## config.mk

```make
export PLATFORM = sky130hd
export DESIGN_NAME = ies_top
export DESIGN_NICKNAME = d
export VERILOG_FILES = /design/src/ies_pkg.sv /design/src/ies_flag.sv /design/src/ies_top.sv
export SDC_FILE = /design/constraint.sdc
export NUM_CORES = 1
export LEC_CHECK = 0
export CORE_ASPECT_RATIO = 1.25
export CORE_MARGIN = 10
export CORE_UTILIZATION = 49
export DETAILED_ROUTE_END_ITERATION = 16
export DONT_BUFFER_PORTS = 1
export PLACE_DENSITY = 0.73
export SYNTH_ARGS = -nofsm -noshare
export SYNTH_HDL_FRONTEND = slang
export SYNTH_SLANG_ARGS = --single-unit
```

## constraint.sdc

```tcl
create_clock -name aclk -period 1.87 [get_ports aclk]
set_input_delay 0 -clock aclk [delete_from_list [all_inputs] [get_ports aclk]]
set_output_delay 0 -clock aclk [all_outputs]
set_load 0.01 [all_outputs]
```

## src/ies_pkg.sv

```systemverilog
/*
 * Package of the transfer error status block: register offsets, flag bit
 * positions, reset values and AXI4-Lite response codes.
 * Assumes a 32-bit AXI4-Lite register bus with word-aligned registers.
 */
package ies_pkg;

    // ************************************************************
    // Register map (byte addresses)
    // ************************************************************
    localparam logic [3:0] ADDR_STATUS = 4'h0;
    localparam logic [3:0] ADDR_CMD = 4'h4;
    localparam logic [3:0] ADDR_INT_STATUS = 4'h8;
    localparam logic [3:0] ADDR_INT_MASK = 4'hC;

    // ************************************************************
    // Flag positions in the status, interrupt status and mask words
    // ************************************************************
    localparam int NUM_FLAGS = 3;
    localparam int BIT_RECEIVED_FLAG_A = 0;
    localparam int BIT_TIME_OVER = 1;
    localparam int BIT_TX_MISMATCH = 2;
    localparam int CMD_WIDTH = 8;

    // ************************************************************
    // Reset values
    // ************************************************************
    localparam logic [2:0] RST_FLAGS = 3'h0;
    localparam logic [2:0] RST_INT_MASK = 3'h0;
    localparam logic [7:0] RST_CMD = 8'h00;

    // ************************************************************
    // AXI4-Lite responses
    // ************************************************************
    localparam logic [1:0] RESP_OKAY = 2'h0;
    localparam logic [1:0] RESP_SLVERR = 2'h2;

endpackage

```

## src/ies_flag.sv

```systemverilog
/*
 * One sticky error flag: set by a hardware event, cleared by a command
 * register write or by writing zero after the flag was read as one.
 * Assumes the strobes are single-cycle and qualified by the bus logic.
 */
`timescale 1ns/100ps

module ies_flag (
    input wire logic aclk,     // Clock
    input wire logic aresetn,  // Synchronous reset, active low
    input wire logic ce,       // Clock enable, freezes state when low
    input wire logic set_evt,  // Hardware event sets the flag
    input wire logic rd_one,   // Status read returned this flag as one
    input wire logic wr_zero,  // Status write carried zero in this bit
    input wire logic cmd_clr,  // Command register was written
    output logic flag          // Current flag value
);

    typedef struct packed {
        logic flag;
        logic armed;
    } ies_flag_state_t;

    ies_flag_state_t st;
    ies_flag_state_t next_st;
    logic clr;

    // ************************************************************
    // Next state
    // ************************************************************
    always_comb begin
        next_st = st;
        // A zero write only counts once software has seen the flag set
        clr = cmd_clr | (wr_zero & st.armed);
        if (set_evt) begin
            next_st.flag = 1'b1;
        end else if (clr) begin
            next_st.flag = 1'b0;
        end
        // Writing one never sets the flag: only set_evt can
        if (clr) begin
            next_st.armed = 1'b0;
        end else if (rd_one) begin
            next_st.armed = 1'b1;
        end
    end

    always_ff @(posedge aclk) begin
        if (!aresetn) begin
            st <= '0;
        end else if (ce) begin
            st <= next_st;
        end
    end

    assign flag = st.flag;

    // ************************************************************
    // Checks
    // ************************************************************
    property p_zero_write_clears;
        @(posedge aclk) disable iff (!aresetn)
        ce && wr_zero && st.armed && !set_evt |=> !flag;
    endproperty
    a_zero_write_clears: assert property (p_zero_write_clears)
        else $error("flag not cleared by zero write after read");

    property p_unread_holds;
        @(posedge aclk) disable iff (!aresetn)
        ce && flag && !st.armed && !cmd_clr |=> flag;
    endproperty
    a_unread_holds: assert property (p_unread_holds)
        else $error("flag cleared without prior read or command write");

    property p_set_wins;
        @(posedge aclk) disable iff (!aresetn)
        ce && set_evt |=> flag;
    endproperty
    a_set_wins: assert property (p_set_wins)
        else $error("set event lost against a clear");

endmodule

```

## src/ies_top.sv

```systemverilog
/*
 * Transfer error status block with an AXI4-Lite register slave.
 * Assumes the event inputs are synchronous to aclk and one cycle wide.
 */
// Decided for this implementation: the register addresses and the AXI4-Lite interface to the registers.
// Operation
// - Stop in slave transmit sets mismatch flag.
// - Driven bit differing from SDA sets mismatch.
// - Zero write after reading one clears mismatch.
// - Command register write clears all three flags.
// - Timeover event sets the timeover flag.
// - Zero write after reading one clears timeover.
// - High acknowledge after transmission sets RECEIVED_FLAG_A flag.
// - Zero write after reading one clears RECEIVED_FLAG_A.
// - Software writes can only clear the flags.
`timescale 1ns/100ps

module ies_top #(
    parameter int ADDR_WIDTH = 4
) (
    input wire logic aclk,                      // Clock, 100 MHz
    input wire logic aresetn,                   // Synchronous reset, active low
    input wire logic ce,                        // Clock enable
    // AXI4-Lite slave
    input wire logic [ADDR_WIDTH-1:0] awaddr,   // Write address
    input wire logic awvalid,                   // Write address valid
    output logic awready,                       // Write address ready
    input wire logic [31:0] wdata,              // Write data
    input wire logic [3:0] wstrb,               // Write byte strobes
    input wire logic wvalid,                    // Write data valid
    output logic wready,                        // Write data ready
    output logic [1:0] bresp,                   // Write response
    output logic bvalid,                        // Write response valid
    input wire logic bready,                    // Write response ready
    input wire logic [ADDR_WIDTH-1:0] araddr,   // Read address
    input wire logic arvalid,                   // Read address valid
    output logic arready,                       // Read address ready
    output logic [31:0] rdata,                  // Read data
    output logic [1:0] rresp,                   // Read response
    output logic rvalid,                        // Read data valid
    input wire logic rready,                    // Read data ready
    // Bus-side events
    input wire logic stop_detect,               // Stop condition seen on the bus
    input wire logic slave_tx_mode,             // Adapter is in slave transmit
    input wire logic tx_active,                 // Adapter is driving data
    input wire logic bit_sample,                // SDA sampling point strobe
    input wire logic sda_drive,                 // Bit the adapter drives internally
    input wire logic sda_in,                    // Sampled SDA pin level
    input wire logic time_over,                 // Timeover event strobe
    input wire logic ack_sample,                // Acknowledge bit after data sampled
    input wire logic received_ack_bit,          // Sampled acknowledge bit level
    // Status outputs
    output logic [2:0] error_flags,             // Mismatch, timeover, RECEIVED_FLAG_A flags
    output logic [7:0] command_register,        // Last command written
    output logic irq                            // Level interrupt
);

    // ************************************************************
    // Elaboration check
    // ************************************************************
    if (ADDR_WIDTH < 4) begin : g_bad_width
        $error("ADDR_WIDTH must be at least 4");
    end

    typedef struct packed {
        logic aw_held;
        logic [ADDR_WIDTH-1:0] aw_addr;
        logic w_held;
        logic [31:0] w_data;
        logic [3:0] w_strb;
        logic bvalid;
        logic [1:0] bresp;
        logic rvalid;
        logic [31:0] rdata;
        logic [1:0] rresp;
        logic [7:0] cmd;
        logic [2:0] int_status;
        logic [2:0] int_mask;
    } ies_top_state_t;

    ies_top_state_t st;
    ies_top_state_t next_st;

    logic [2:0] events;
    logic [2:0] flags;
    logic do_wr;
    logic do_rd;
    logic [3:0] wr_addr;
    logic [3:0] rd_addr;
    logic wr_status;
    logic wr_cmd;
    logic [2:0] rd_one;
    logic [2:0] wr_zero;
    logic [31:0] rd_word;
    logic rd_hit;

    // ************************************************************
    // Event detection
    // ************************************************************
    always_comb begin
        events = '0;
        // Stop in slave transmit; software may disregard it alongside stop
        events[ies_pkg::BIT_TX_MISMATCH] = (stop_detect & slave_tx_mode)
            | (tx_active & bit_sample & (sda_drive != sda_in));
        events[ies_pkg::BIT_TIME_OVER] = time_over;
        events[ies_pkg::BIT_RECEIVED_FLAG_A] = ack_sample & received_ack_bit;
    end

    // ************************************************************
    // Bus decode
    // ************************************************************
    assign awready = !st.aw_held && !st.bvalid;
    assign wready = !st.w_held && !st.bvalid;
    assign arready = !st.rvalid;
    assign do_wr = st.aw_held && st.w_held && !st.bvalid;
    assign do_rd = arvalid && arready;
    assign wr_addr = st.aw_addr[3:0];
    assign rd_addr = araddr[3:0];
    // Status and command live in byte lane 0; other lanes are ignored
    assign wr_status = do_wr && st.w_strb[0] && (wr_addr == ies_pkg::ADDR_STATUS)
        && (st.aw_addr[ADDR_WIDTH-1:0] >> 4 == '0);
    assign wr_cmd = do_wr && st.w_strb[0] && (wr_addr == ies_pkg::ADDR_CMD)
        && (st.aw_addr[ADDR_WIDTH-1:0] >> 4 == '0);

    always_comb begin
        rd_word = '0;
        rd_hit = (araddr >> 4) == '0;
        case (rd_addr)
            ies_pkg::ADDR_STATUS: rd_word[2:0] = flags;
            ies_pkg::ADDR_CMD: rd_word[7:0] = st.cmd;
            ies_pkg::ADDR_INT_STATUS: rd_word[2:0] = st.int_status;
            ies_pkg::ADDR_INT_MASK: rd_word[2:0] = st.int_mask;
            default: rd_hit = 1'b0;
        endcase
        if (!rd_hit) begin
            rd_word = '0;
        end
    end

    // Reading a one arms that flag for a later zero write
    assign rd_one = (do_rd && rd_hit && rd_addr == ies_pkg::ADDR_STATUS) ? flags : 3'h0;
    assign wr_zero = wr_status ? ~st.w_data[2:0] : 3'h0;

    // ************************************************************
    // Error flags
    // ************************************************************
    for (genvar i = 0; i < ies_pkg::NUM_FLAGS; i++) begin : g_flag
        ies_flag u_flag (
            .aclk(aclk),
            .aresetn(aresetn),
            .ce(ce),
            .set_evt(events[i]),
            .rd_one(rd_one[i]),
            .wr_zero(wr_zero[i]),
            .cmd_clr(wr_cmd),
            .flag(flags[i])
        );
    end

    // ************************************************************
    // Register and bus state
    // ************************************************************
    always_comb begin
        logic wr_hit;
        wr_hit = 1'b0;
        next_st = st;
        if (awvalid && awready) begin
            next_st.aw_held = 1'b1;
            next_st.aw_addr = awaddr;
        end
        if (wvalid && wready) begin
            next_st.w_held = 1'b1;
            next_st.w_data = wdata;
            next_st.w_strb = wstrb;
        end
        if (do_wr) begin
            wr_hit = (st.aw_addr >> 4) == '0;
            case (wr_addr)
                ies_pkg::ADDR_STATUS: ;
                ies_pkg::ADDR_CMD: begin
                    if (st.w_strb[0]) begin
                        next_st.cmd = st.w_data[7:0];
                    end
                end
                ies_pkg::ADDR_INT_STATUS: begin
                    if (st.w_strb[0]) begin
                        next_st.int_status = st.int_status & ~st.w_data[2:0];
                    end
                end
                ies_pkg::ADDR_INT_MASK: begin
                    if (st.w_strb[0]) begin
                        next_st.int_mask = st.w_data[2:0];
                    end
                end
                default: wr_hit = 1'b0;
            endcase
            next_st.aw_held = 1'b0;
            next_st.w_held = 1'b0;
            next_st.bvalid = 1'b1;
            next_st.bresp = wr_hit ? ies_pkg::RESP_OKAY : ies_pkg::RESP_SLVERR;
        end else if (st.bvalid && bready) begin
            next_st.bvalid = 1'b0;
        end
        // Events win over a write-one clear of the same bit
        next_st.int_status = next_st.int_status | events;
        if (do_rd) begin
            next_st.rvalid = 1'b1;
            next_st.rdata = rd_word;
            next_st.rresp = rd_hit ? ies_pkg::RESP_OKAY : ies_pkg::RESP_SLVERR;
        end else if (st.rvalid && rready) begin
            next_st.rvalid = 1'b0;
        end
    end

    always_ff @(posedge aclk) begin
        if (!aresetn) begin
            st <= '0;
            st.cmd <= ies_pkg::RST_CMD;
            st.int_status <= ies_pkg::RST_FLAGS;
            st.int_mask <= ies_pkg::RST_INT_MASK;
        end else if (ce) begin
            st <= next_st;
        end
    end

    // ************************************************************
    // Outputs
    // ************************************************************
    assign bvalid = st.bvalid;
    assign bresp = st.bresp;
    assign rvalid = st.rvalid;
    assign rdata = st.rdata;
    assign rresp = st.rresp;
    assign error_flags = flags;
    assign command_register = st.cmd;
    assign irq = |(st.int_status & st.int_mask);

    // ************************************************************
    // Checks
    // ************************************************************
    property p_stop_sets;
        @(posedge aclk) disable iff (!aresetn)
        ce && stop_detect && slave_tx_mode |=> error_flags[2];
    endproperty
    a_stop_sets: assert property (p_stop_sets)
        else $error("stop in slave transmit did not set mismatch flag");

    property p_mismatch_sets;
        @(posedge aclk) disable iff (!aresetn)
        ce && tx_active && bit_sample && (sda_drive != sda_in) |=> error_flags[2];
    endproperty
    a_mismatch_sets: assert property (p_mismatch_sets)
        else $error("SDA mismatch did not set mismatch flag");

    property p_timeover_sets;
        @(posedge aclk) disable iff (!aresetn)
        ce && time_over |=> error_flags[1];
    endproperty
    a_timeover_sets: assert property (p_timeover_sets)
        else $error("timeover did not set timeover flag");

    property p_received_flag_a_sets;
        @(posedge aclk) disable iff (!aresetn)
        ce && ack_sample && received_ack_bit |=> error_flags[0];
    endproperty
    a_received_flag_a_sets: assert property (p_received_flag_a_sets)
        else $error("high acknowledge did not set RECEIVED_FLAG_A flag");

    property p_cmd_clears;
        @(posedge aclk) disable iff (!aresetn)
        ce && wr_cmd && (events == 3'h0) |=> (error_flags == 3'h0);
    endproperty
    a_cmd_clears: assert property (p_cmd_clears)
        else $error("command write did not clear the flags");

    property p_only_events_set;
        @(posedge aclk) disable iff (!aresetn)
        ce && (events == 3'h0) |=> ((error_flags & ~$past(error_flags)) == 3'h0);
    endproperty
    a_only_events_set: assert property (p_only_events_set)
        else $error("flag set without a hardware event");

    property p_irq_follows;
        @(posedge aclk) disable iff (!aresetn)
        ce && |(events & st.int_mask) && !(do_wr && wr_addr == ies_pkg::ADDR_INT_MASK)
        |=> irq;
    endproperty
    a_irq_follows: assert property (p_irq_follows)
        else $error("unmasked event did not raise the interrupt");

    property p_bvalid_holds;
        @(posedge aclk) disable iff (!aresetn)
        ce && bvalid && !bready |=> bvalid && $stable(bresp);
    endproperty
    a_bvalid_holds: assert property (p_bvalid_holds)
        else $error("write response dropped before acceptance");

    // A low enable must swallow events and writes alike
    property p_ce_freezes;
        @(posedge aclk) disable iff (!aresetn)
        !ce |=> $stable(error_flags) && $stable(command_register);
    endproperty
    a_ce_freezes: assert property (p_ce_freezes)
        else $error("state changed while the clock enable was low");

endmodule

```

* Yosys cells after proc, flatten, opt, wreduce, memory -nomap -nowiden *
Cells that the tools add are included.

storage, ports and cells
  flip-flop bits (word level) = 100
  input bits = 61
  output and inout bits = 53
  word-level logic and storage cells = 125

cells by class
  equality and inequality tests = 7
  muxes and demuxes = 35
  bitwise logic cells = 15
  reductions and logical operators = 49

operator list
  operator                                       number
  2-to-1 mux 37 bit                              1
  AND reduction 2 bit                            14
  2-to-1 mux 1 bit                               21
  nonzero test 2 bit                             10
  2-to-1 mux 3 bit                               6
  == test 4 bit, second input constant           4
  logical AND 1 bit                              14
  case mux 3 bit (4 select lines)                1
  2-to-1 mux 5 bit                               2
  == test 4 x 3 -> 1 bit, second input constant  2
  logical NOT 4 bit                              2
  2-to-1 mux 8 bit                               1
  AND reduction 4 bit                            2
  OR reduction 4 bit                             2
  AND 1 bit                                      7
  AND 3 bit                                      2
  2-to-1 mux 6 bit                               1
  logical NOT 1 bit                              4
  2-to-1 mux 2 bit                               2
  bitwise OR 1 bit                               4
  inverter 3 bit                                 1
  bitwise OR 3 bit                               1
  OR reduction 3 bit                             1
  != test 1 bit                                  1

* Longest topological paths before layout *
Gate-level depths: netlist of run 1.

  depth in word-level cells = 9
  depth in mapped cells = 5

* Hierarchy *
A second synthesis of run 1 with hierarchy kept.

second synthesis, totals
  cell total of the unflattened synthesis = 272
  area, all modules = 2,432.3 um^2

by module, submodules not included
  module    times used  cells an instance  area an instance (um^2)  sequential area each (um^2)
  ies_top   1           242                2,162.1                  820.8
  ies_flag  3           10                 90.1                     40.0

* Worst setup path before layout of run 1 *
Ideal clock, no wire load.

  path type = register to register
  from = register st, in the netlist wr_addr[0]
  to = register st, in the netlist command_register[0]
  data arrival time = 1.444 ns
  slack = 0.308 ns
  stages on the path, launching flop included = 5
  cell sequence = dfxtp_1 or4b_4 or3_1 buf_6 mux2i_1

between the ends
  word-level cells in the longest chain between the ends = 2

ends and longest elaborated chain
  item                                  RTL line        RTL
  start: declaration                    ies_top.sv:81   ies_top_state_t st;
  start signal: assignment              ies_top.sv:222  st <= next_st;
  == test 4 x 3 -> 1 bit                ies_top.sv:178  case (wr_addr)
  AND reduction 4 bit (no source line)  --

Every way passes these cells.
A chain may end at the register's enable or synchronous reset.

* Worst setup path after layout of run 1 *
  from = register st, in the netlist wr_addr[0]
  to = register st, in the netlist command_register[7]

Same word-level chain as after synthesis.

==> results.toml, run 1 <==
[outcome]
run_status = "completed"

[floorplanning]
coreArea_um2 = 4760
rows = 28
fp.dieW_um = 83
floorplan.initialDensity_pct = 51.0
die_h_um = 98.8
die_area_um2 = 8200
io_pins = 114

[detailed_routing]
viasPerCell = 5.28
drt_iter0_markers = 193
dr.pass1.iters = 5
routed_wl_um = 5530
drc = 0
ant_nets = 0
vias = 1773
wl_per_cell_um = 16.4

[final_layout]
final_cell_area_um2 = 2570
syn_to_final_growth_pct = 5.76
instances_no_fill = 336
drive_gt1_share_pct = 8.00
layout.nets = 335
final_util_pct = 54.0

[clock_tree]
cts_tree = "yes"
post_cts_buffers = 0
numCtsBuffers = 5
clk-insertion-delay-late_ns = 0.30
cts.sinks = 47
clockBufferDepth = 2
clock-root-buffer = "clkbuf_8"
path_clk_slew_ns = 0.08
htree_levels = 2

[timing]
fmax_mhz = 563
min_period_ns = 1.78
holdWs_ns = 0.0289
skew_ns = 0.00600
finalCritPeriodShare_pct = 94.9
tns_ns = 0
report.final.slew_viol_count = 0
slew_headroom_pct = 61.2
worst_pin_slew_ns = 0.577
hold_viol = 0
setup_violations = 0
worst_slack_ns = 0.0946
rsz0062_at_grt = "no"

[critical_path]
cp-start-kind = "flop"
critPathKind = "flop to flop"
cp_top_family = "simple AND/OR/NAND/NOR gates"
max_stage_delay_ns = 0.58
cp.arrival_ns = 1.95
crit_chain = "or4b_4 -> or3_1 -> mux2i_1"
path_buf_inv = 0
cp_slowest_cell = "or4b_4"
worst-path-max-fanout = 8
critPathCaptureType = "flop"
crit_required_ns = 2.04

[logic_synthesis]
synth-edff-count = 0
ys_seq_area_share_pct = 38.7
ys_types = 47
syn_area_per_cell_um2 = 8.81
yosys_warnings = 0
async_flop_share_pct = 0
synth_seq_cells = 47
ys.flop_type = "dfxtp_1"
netlist_area_um2 = 2430
syn_inst = 276

[placement]
finalWeightedCongestion = 0.747
hpwl_um = 4000
dpl_cell_area_um2 = 2210
pre_cts_slack_ns = 0.103
portBuffers = 0
dp_cells = 303

[grt]
gr-total-overflow = 0
track_usage_pct = 13.2
grt_start_max_net_pins = 55
antenna_found_initial = 1
grt_pass1_vias = 1808
grt_pass1_wl_um = 9100

[run]
max_cap_viol_count = 0

[power]
p_total_mw = 1.96
p_leak_nw = 1.03
irDropWorstVdd_mv = 0.348
pwr_density_cell_nw_per_um2 = 762

[worst_hold_path]
hp-class = "input port to flop"
## power breakdown
part           switching (mW)  leakage (nW)  internal (mW)
logic                   0.113         0.600          0.101
registers              0.0485         0.382           1.04
clock network           0.324        0.0515          0.338
total                   0.485          1.03           1.48
## cells in the mapped netlist (2+ instances only)
cell type	n	area, um^2
a21boi_0	14	105
a21oi_1	8	40.0
a221oi_1	2	17.5
a311oi_1	2	17.5
a31o_2	3	26.3
a31oi_1	2	12.5
and3_1	3	18.8
buf_4	47	353
clkbuf_1	11	41.3
dfxtp_1	47	941
inv_1	4	15.0
mux2_2	2	22.5
mux2i_1	15	150
nand2_1	46	173
nand2b_1	3	18.8
nand3_1	11	55.1
nand3b_1	2	15.0
nand4_1	6	37.5
nor2_1	8	30.0
nor2b_1	9	56.3
nor4bb_1	2	20.0
o21ai_0	4	20.0
## what timing repair did
action / 4_1_cts / 5_1_grt
endpoints found under the setup margin: 0 / 2
resized for setup: 0 / 2
endpoints found under the hold margin: 47 / 0
hold buffers: 24 / 0
## worst reg2reg max path, stage by stage (launching register included)
cell and delay (ns):
dfxtp_1 0.34, or4b_4 0.58, or3_1 0.54, mux2i_1 0.19
## area by class of cell
type | count | area [um^2]
clock buffers | 8 | 100
well taps | 60 | 75.1
multi-input cells | 189 | 1160
diodes | 1 | 2.50
repair buffers | 27 | 273
inverters | 4 | 15.0
flip-flops and latches | 47 | 941
fillers | 447 | 2190
## routing by layer
metal	GRT usage (%)	wire, um
met1	14.1	2180
met2	22.0	2780
met3	5.11	446
met4	6.82	125
met5	0	0
## cells in the final DEF, fill, tap and decap left out, types with 2 or more instances in the layout
master | synthesis | layout
a311oi_1 | 2 | 2
a221oi_1 | 2 | 2
mux2_2 | 2 | 2
nand3b_1 | 2 | 2
nor4bb_1 | 2 | 2
conb_1 | 1 | 26
dfxtp_1 | 47 | 47
nand4_1 | 6 | 6
and3_1 | 3 | 3
buf_4 | 47 | 3
a21boi_0 | 14 | 14
nor2_1 | 8 | 8
a31o_2 | 3 | 3
inv_1 | 4 | 4
mux2i_1 | 15 | 15
a21oi_1 | 8 | 8
dlygate4sd3_1 | 0 | 23
nand3_1 | 11 | 11
nand2b_1 | 3 | 3
clkbuf_8 | 0 | 7
a31oi_1 | 2 | 2
nor2b_1 | 9 | 9
nand2_1 | 46 | 46
o21ai_0 | 4 | 4
## final timing paths
kind,to,cells past startpoint,slack [ns],startpoint
max,command_register[7]$_SDFFE_PN0P_,3,0.09,wr_addr[0]$_SDFFE_PN0P_
min reg2reg,command_register[6]$_SDFFE_PN0P_,2,0.46,st[62]$_SDFFE_PN0P_
min,rdata[0]$_SDFFE_PN0P_,3,0.03,araddr[2]
max reg2reg,command_register[7]$_SDFFE_PN0P_,3,0.09,wr_addr[0]$_SDFFE_PN0P_
## flip-flops by register name, indices dropped and copies added, names as in the netlist
register	count
st	17
command_register	8
rdata	8
wr_addr	4
g_flag.u_flag.flag	3
g_flag.u_flag.st	3
bresp	1
bvalid	1
rresp	1
rvalid	1
## cell families (layout without fill, tap and decap cells)
group / after synthesis / in the layout / synth area share (%)
AND/OR/NAND/NOR: 103 / 103 / 23.1
buffers and inverters: 65 / 39 / 17.7
flip-flops: 47 / 47 / 38.7
AO/OA/AOI/OAI: 41 / 41 / 12.0
multiplexers: 18 / 18 / 8.03
other: 1 / 27 / 0.154
XOR/XNOR: 1 / 1 / 0.360
Power figures use the tool's default switching activity.
==> run 2, diff against run 1 <==
==> constraint.sdc (replaced) <==
create_clock -name aclk -period 1.8 [get_ports aclk]
set_input_delay 0 -clock aclk [delete_from_list [all_inputs] [get_ports aclk]]
set_output_delay 0 -clock aclk [all_outputs]
set_load 0.01 [all_outputs]
==> run 2 against run 1 <==
Non-clock buffer count is the same. Maximum frequency increased by 7.2%. Global-route usage up 0.13 points. Clock power grew 19%. Flip-flop and latch count unchanged. Wire length increased by 1.1%. Combinational power is 3% higher. Largest power group unchanged. Sequential share of layout area shrank 0.071 points. Core utilization up 0.11 points.
==> results.toml, run 2 (same netlist as run 1, synthesis figures left out) <==
[outcome]
run_status = "completed"

[clock_tree]
cts.sinks = 47
clockBufferDepth = 2
path_clk_slew_ns = 0.09
clock-root-buffer = "clkbuf_8"
numCtsBuffers = 5
htree_levels = 2
clk-insertion-delay-late_ns = 0.30
cts_tree = "yes"

[timing]
worst_pin_slew_ns = 0.627
hold_viol = 0
setup_violations = 0
finalCritPeriodShare_pct = 92.0
slew_headroom_pct = 58.1
min_period_ns = 1.66
tns_ns = 0
fmax_mhz = 604
holdWs_ns = 0.0207
skew_ns = 0.00690
rsz0062_at_grt = "no"
report.final.slew_viol_count = 0

[placement]
finalWeightedCongestion = 0.778
dp_cells = 305
portBuffers = 0
hpwl_um = 4180
dpl_cell_area_um2 = 2220

[grt]
track_usage_pct = 13.3
grt_start_max_net_pins = 55
grt_pass1_vias = 1824
gr-usage-met2_pct = 23.2
gr-total-overflow = 0
use_met3_pct = 4.70
antenna_found_initial = 0
grt_pass1_wl_um = 9190
top_usage_layer = "met2"
met1_usage_pct = 14.2

[detailed_routing]
dr.pass1.iters = 4
vias = 1786
drc = 0
ant_nets = 0
viasPerCell = 5.33
drt_iter0_markers = 153
routed_wl_um = 5590
wl_per_cell_um = 16.7

[power]
irDropWorstVdd_mv = 0.433
p_leak_nw = 1.04
pwr_density_cell_nw_per_um2 = 829

[floorplanning]
io_pins = 114
coreArea_um2 = 4760
rows = 28
die_area_um2 = 8200
die_h_um = 98.8
fp.dieW_um = 83
floorplan.initialDensity_pct = 51.0

[final_layout]
top_register = "st"
largest_reg_flops = 17
final_common_cell = "dfxtp_1"
instances_no_fill = 335
mostFrequentLayoutCells = "47 x dfxtp_1, 46 x nand2_1, 26 x conb_1"
layout.nets = 335
syn_to_final_growth_pct = 5.97
final_cell_area_um2 = 2580
insertedDiodeCount = 0
drive_gt1_share_pct = 9.09

[critical_path]
critPathCaptureType = "flop"
ff2ff_setup_slack_ns = 0.14
max_stage_delay_ns = 0.55
critPathKind = "flop to flop"
cp_slowest_cell = "or4b_4"
cp.arrival_ns = 1.83
worst-path-max-fanout = 5
crit_start = "wr_addr[0]$_SDFFE_PN0P_"
r2r_start = "wr_addr[0]$_SDFFE_PN0P_"
timing.rr.end = "g_flag[1].u_flag.st[0]$_SDFFE_PN0P_"
crit_chain = "or4b_4 -> buf_4 -> o31ai_1 -> a311oi_1"
cp-start-kind = "flop"
crit_required_ns = 1.97
r2r_cells = 4

[worst_hold_path]
hold_end = "rdata[1]$_SDFFE_PN0P_"
hp-class = "input port to flop"
whs_path_depth = 3
min_from = "araddr[2]"

[run]
max_cap_viol_count = 0
## run 2: per-layer routing
layer | up-vias | share of wire, %
met4 | 0 | 2.0
li1 | 880 | -
met2 | 81 | 52
met3 | 12 | 8.6
met1 | 813 | 37
met5 | - | 0
## run 2: worst max path at each step
stage,to,slack (ns),depth (start not counted)
after global placement,command_register[0]$_SDFFE_PN0P_,0.1,3
after global routing,g_flag[1].u_flag.st[0]$_SDFFE_PN0P_,0.07,4
final,g_flag[1].u_flag.st[0]$_SDFFE_PN0P_,0.14,4
after CTS,command_register[7]$_SDFFE_PN0P_,0.05,3
after floorplan,command_register[0]$_SDFFE_PN0P_,0.24,4
after detailed placement,command_register[7]$_SDFFE_PN0P_,0.05,3
## run 2: repair_timing
| item | in CTS | in global routing |
|---|---|---|
| gates resized for setup | 0 | 1 |
| setup buffers | 0 | 0 |
| setup endpoints to repair | 0 | 1 |
| hold buffers | 22 | 0 |
| endpoints found under the hold margin | 47 | 0 |
## run 2: final cells by class
type	instances	area [um^2]
Inverter	4	15.0
Sequential cell	47	941
Clock buffer	6	82.6
Tap cell	60	75.1
Clock inverter	2	35.0
Multi-Input combinational cell	189	1160
Timing Repair Buffer	27	268
Fill cell	468	2190
## run 2: power breakdown
| part | switching [mW] | internal (mW) |
|---|---|---|
| clock network | 0.338 | 0.449 |
| registers | 0.0504 | 1.08 |
| logic | 0.117 | 0.104 |
## run 2: metrics by stage
| step | setup slack (ns) | util, % | power [mW] |
|---|---|---|---|
| detailed placement | 0.0523 | 46.7 | 1.31 |
| global placement | 0.0972 | 46.7 | 1.30 |
| finish | 0.144 | 54.1 | 2.14 |
| global route | 0.0650 | 54.1 | 2.22 |
| floorplan | 0.238 | - | 1.35 |
| CTS | 0.0456 | 54.0 | 2.15 |
## run 2: worst max-delay path: cells and delay by family (launching register included)
kind / cells / cell delay (ns)
AO/OA/AOI/OAI: 2 / 0.47
flip-flops: 1 / 0.34
buffers and inverters: 1 / 0.17
AND/OR/NAND/NOR: 1 / 0.55
==> run 3, diff against run 2 <==
--- a/config.mk
+++ b/config.mk
@@ -8,9 +8,11 @@
 export CORE_ASPECT_RATIO = 1.25
 export CORE_MARGIN = 10
 export CORE_UTILIZATION = 49
+export CTS_CLUSTER_SIZE = 30
 export DETAILED_ROUTE_END_ITERATION = 16
 export DONT_BUFFER_PORTS = 1
 export PLACE_DENSITY = 0.73
+export RECOVER_POWER = 100
 export SYNTH_ARGS = -nofsm -noshare
 export SYNTH_HDL_FRONTEND = slang
 export SYNTH_SLANG_ARGS = --single-unit
==> run 3 against run 2 <==
Wire length grew 0.14%. Maximum frequency fell by 0.27%. Flip-flop and latch count is the same. Sequential power about the same. Highest routed layer unchanged. Via count increased by 0.28%. Sequential share of layout area up 0.11 points. Non-clock buffer count unchanged. Critical path depth stayed put. First-iteration DRC count decreased by 13%. Critical endpoint unchanged. Register-to-register slack barely moved.
==> results.toml, run 3 (same netlist as run 1, synthesis figures left out) <==
[critical_path]
r2r_cells = 4
cp_top_family = "simple AND/OR/NAND/NOR gates"
cp-start-kind = "flop"
r2r_start = "wr_addr[0]$_SDFFE_PN0P_"
ff2ff_setup_slack_ns = 0.14
timing.rr.end = "g_flag[1].u_flag.st[0]$_SDFFE_PN0P_"
critPathCaptureType = "flop"
cp_slowest_cell = "or4b_4"
max_stage_delay_ns = 0.55
cp.arrival_ns = 1.83
worst-path-max-fanout = 5
critPathKind = "flop to flop"
path_buf_inv = 1
crit_required_ns = 1.97
crit_chain = "or4b_4 -> buf_4 -> o31ai_1 -> a311oi_1"

[power]
p_int_mw = 1.63
pwr-share-clk_pct = 36.9
netSwitchingFraction_pct = 23.7
switchingPower_uw = 505
p_seq_share_pct = 52.8
irDropWorstVdd_mv = 0.433
power_frac_comb_pct = 10.3
p_leak_nw = 1.03
pwr_density_cell_nw_per_um2 = 831

[clock_tree]
clk-insertion-delay-late_ns = 0.30
cts_tree = "yes"
clock-root-buffer = "clkbuf_8"
numCtsBuffers = 5
clockBufferDepth = 2
path_clk_slew_ns = 0.09
cts.sinks = 47
htree_levels = 2

[floorplanning]
floorplan.initialDensity_pct = 51.0
fp.dieW_um = 83
die_area_um2 = 8200
io_pins = 114
die_h_um = 98.8
rows = 28
coreArea_um2 = 4760

[timing]
skew_ns = 0.00708
setup_violations = 0
hold_viol = 0
worst_pin_slew_ns = 0.636
fmax_mhz = 602
rsz0062_at_grt = "no"
report.final.slew_viol_count = 0
slew_headroom_pct = 57.5
min_period_ns = 1.66
finalCritPeriodShare_pct = 92.2
tns_ns = 0

[worst_hold_path]
whs_path_depth = 3
min_from = "araddr[2]"
hp-class = "input port to flop"
hold_end = "rdata[1]$_SDFFE_PN0P_"

[final_layout]
syn_to_final_growth_pct = 5.66
mostFrequentLayoutCells = "47 x dfxtp_1, 46 x nand2_1, 26 x conb_1"
final_cell_area_um2 = 2570
layout.nets = 335
largest_reg_flops = 17
drive_gt1_share_pct = 8.36
top_register = "st"
insertedDiodeCount = 0
final_common_cell = "dfxtp_1"

[detailed_routing]
routed_wl_um = 5600
vias = 1791
drt_iter0_markers = 133
wl_per_cell_um = 16.7
dr.pass1.iters = 5
ant_nets = 0
drc = 0
viasPerCell = 5.35

[placement]
hpwl_um = 4180
portBuffers = 0
finalWeightedCongestion = 0.778
dpl_cell_area_um2 = 2220

[grt]
grt_pass1_wl_um = 9190
grt_start_max_net_pins = 55
track_usage_pct = 13.3
grt_pass1_vias = 1824
antenna_found_initial = 0
gr-total-overflow = 0

[run]
max_cap_viol_count = 0

[outcome]
run_status = "completed"
-- run 3: cell types whose count changed in the layout (fill, tap and decap cells not counted) --
| cell | delta |
|---|---|
| clkbuf_1 | +2 |
| buf_4 | -2 |
-- run 3: layout make-up --
cell class,instances,area (um^2)
tap,60,75.1
inverter,4,15.0
multi-input combinational,189,1160
clock buffer,6,82.6
fill,470,2200
clock inverter,2,35.0
sequential,47,941
timing repair buffer,27,260
-- run 3: worst reg2reg max path: stages (launching register included) --
cell,delay [ns]
dfxtp_1,0.34
or4b_4,0.55
buf_4,0.17
o31ai_1,0.37
a311oi_1,0.10
-- run 3: power groups by stage --
stage | clock, mW | sequential, mW | combinational [mW]
2_1_floorplan | 0 | 1.13 | 0.218
3_3_place_gp | 0 | 1.15 | 0.153
3_5_place_dp | 0 | 1.15 | 0.157
4_1_cts | 0.809 | 1.13 | 0.217
5_1_grt | 0.844 | 1.13 | 0.244
6_report | 0.787 | 1.13 | 0.219
-- run 3: routing by layer --
metal,GRT usage (%),wire length [um],up-vias
met5,0,0,-
met4,5.91,115,0
met3,4.70,460,12
met2,23.2,2890,81
met1,14.2,2130,818
li1,-,-,880
-- run 3: timing repair --
item / 4_1_cts / 5_1_grt
resized for setup: 0 / 1
hold buffers: 22 / 0
setup buffers: 0 / 0
hold endpoints to repair: 47 / 0
setup endpoints to repair: 0 / 1
-- run 3: how the worst max path moves through the flow --
stage	from	to	slack [ns]	depth (start not counted)
floorplan	wr_addr[0]$_SDFFE_PN0P_	command_register[0]$_SDFFE_PN0P_	0.24	4
global placement	wr_addr[0]$_SDFFE_PN0P_	command_register[0]$_SDFFE_PN0P_	0.1	3
detailed placement	wr_addr[0]$_SDFFE_PN0P_	command_register[7]$_SDFFE_PN0P_	0.05	3
CTS	wr_addr[0]$_SDFFE_PN0P_	command_register[7]$_SDFFE_PN0P_	0.05	3
global route	bvalid$_SDFFE_PN0P_	wr_addr[0]$_SDFFE_PN0P_	0.06	5
finish	wr_addr[0]$_SDFFE_PN0P_	g_flag[1].u_flag.st[0]$_SDFFE_PN0P_	0.14	4
-- run 3: metrics by stage --
stage,power (mW),util (%),setup WS [ns],hold WS [ns],instances
2_1_floorplan,1.35,-,0.238,0.145,301
5_1_grt,2.22,53.9,0.0600,0.0285,335
3_5_place_dp,1.31,46.7,0.0523,0.142,305
3_3_place_gp,1.30,46.7,0.0972,0.133,305
4_1_cts,2.15,54.0,0.0456,0.0157,335
6_report,2.13,53.9,0.140,0.0210,335
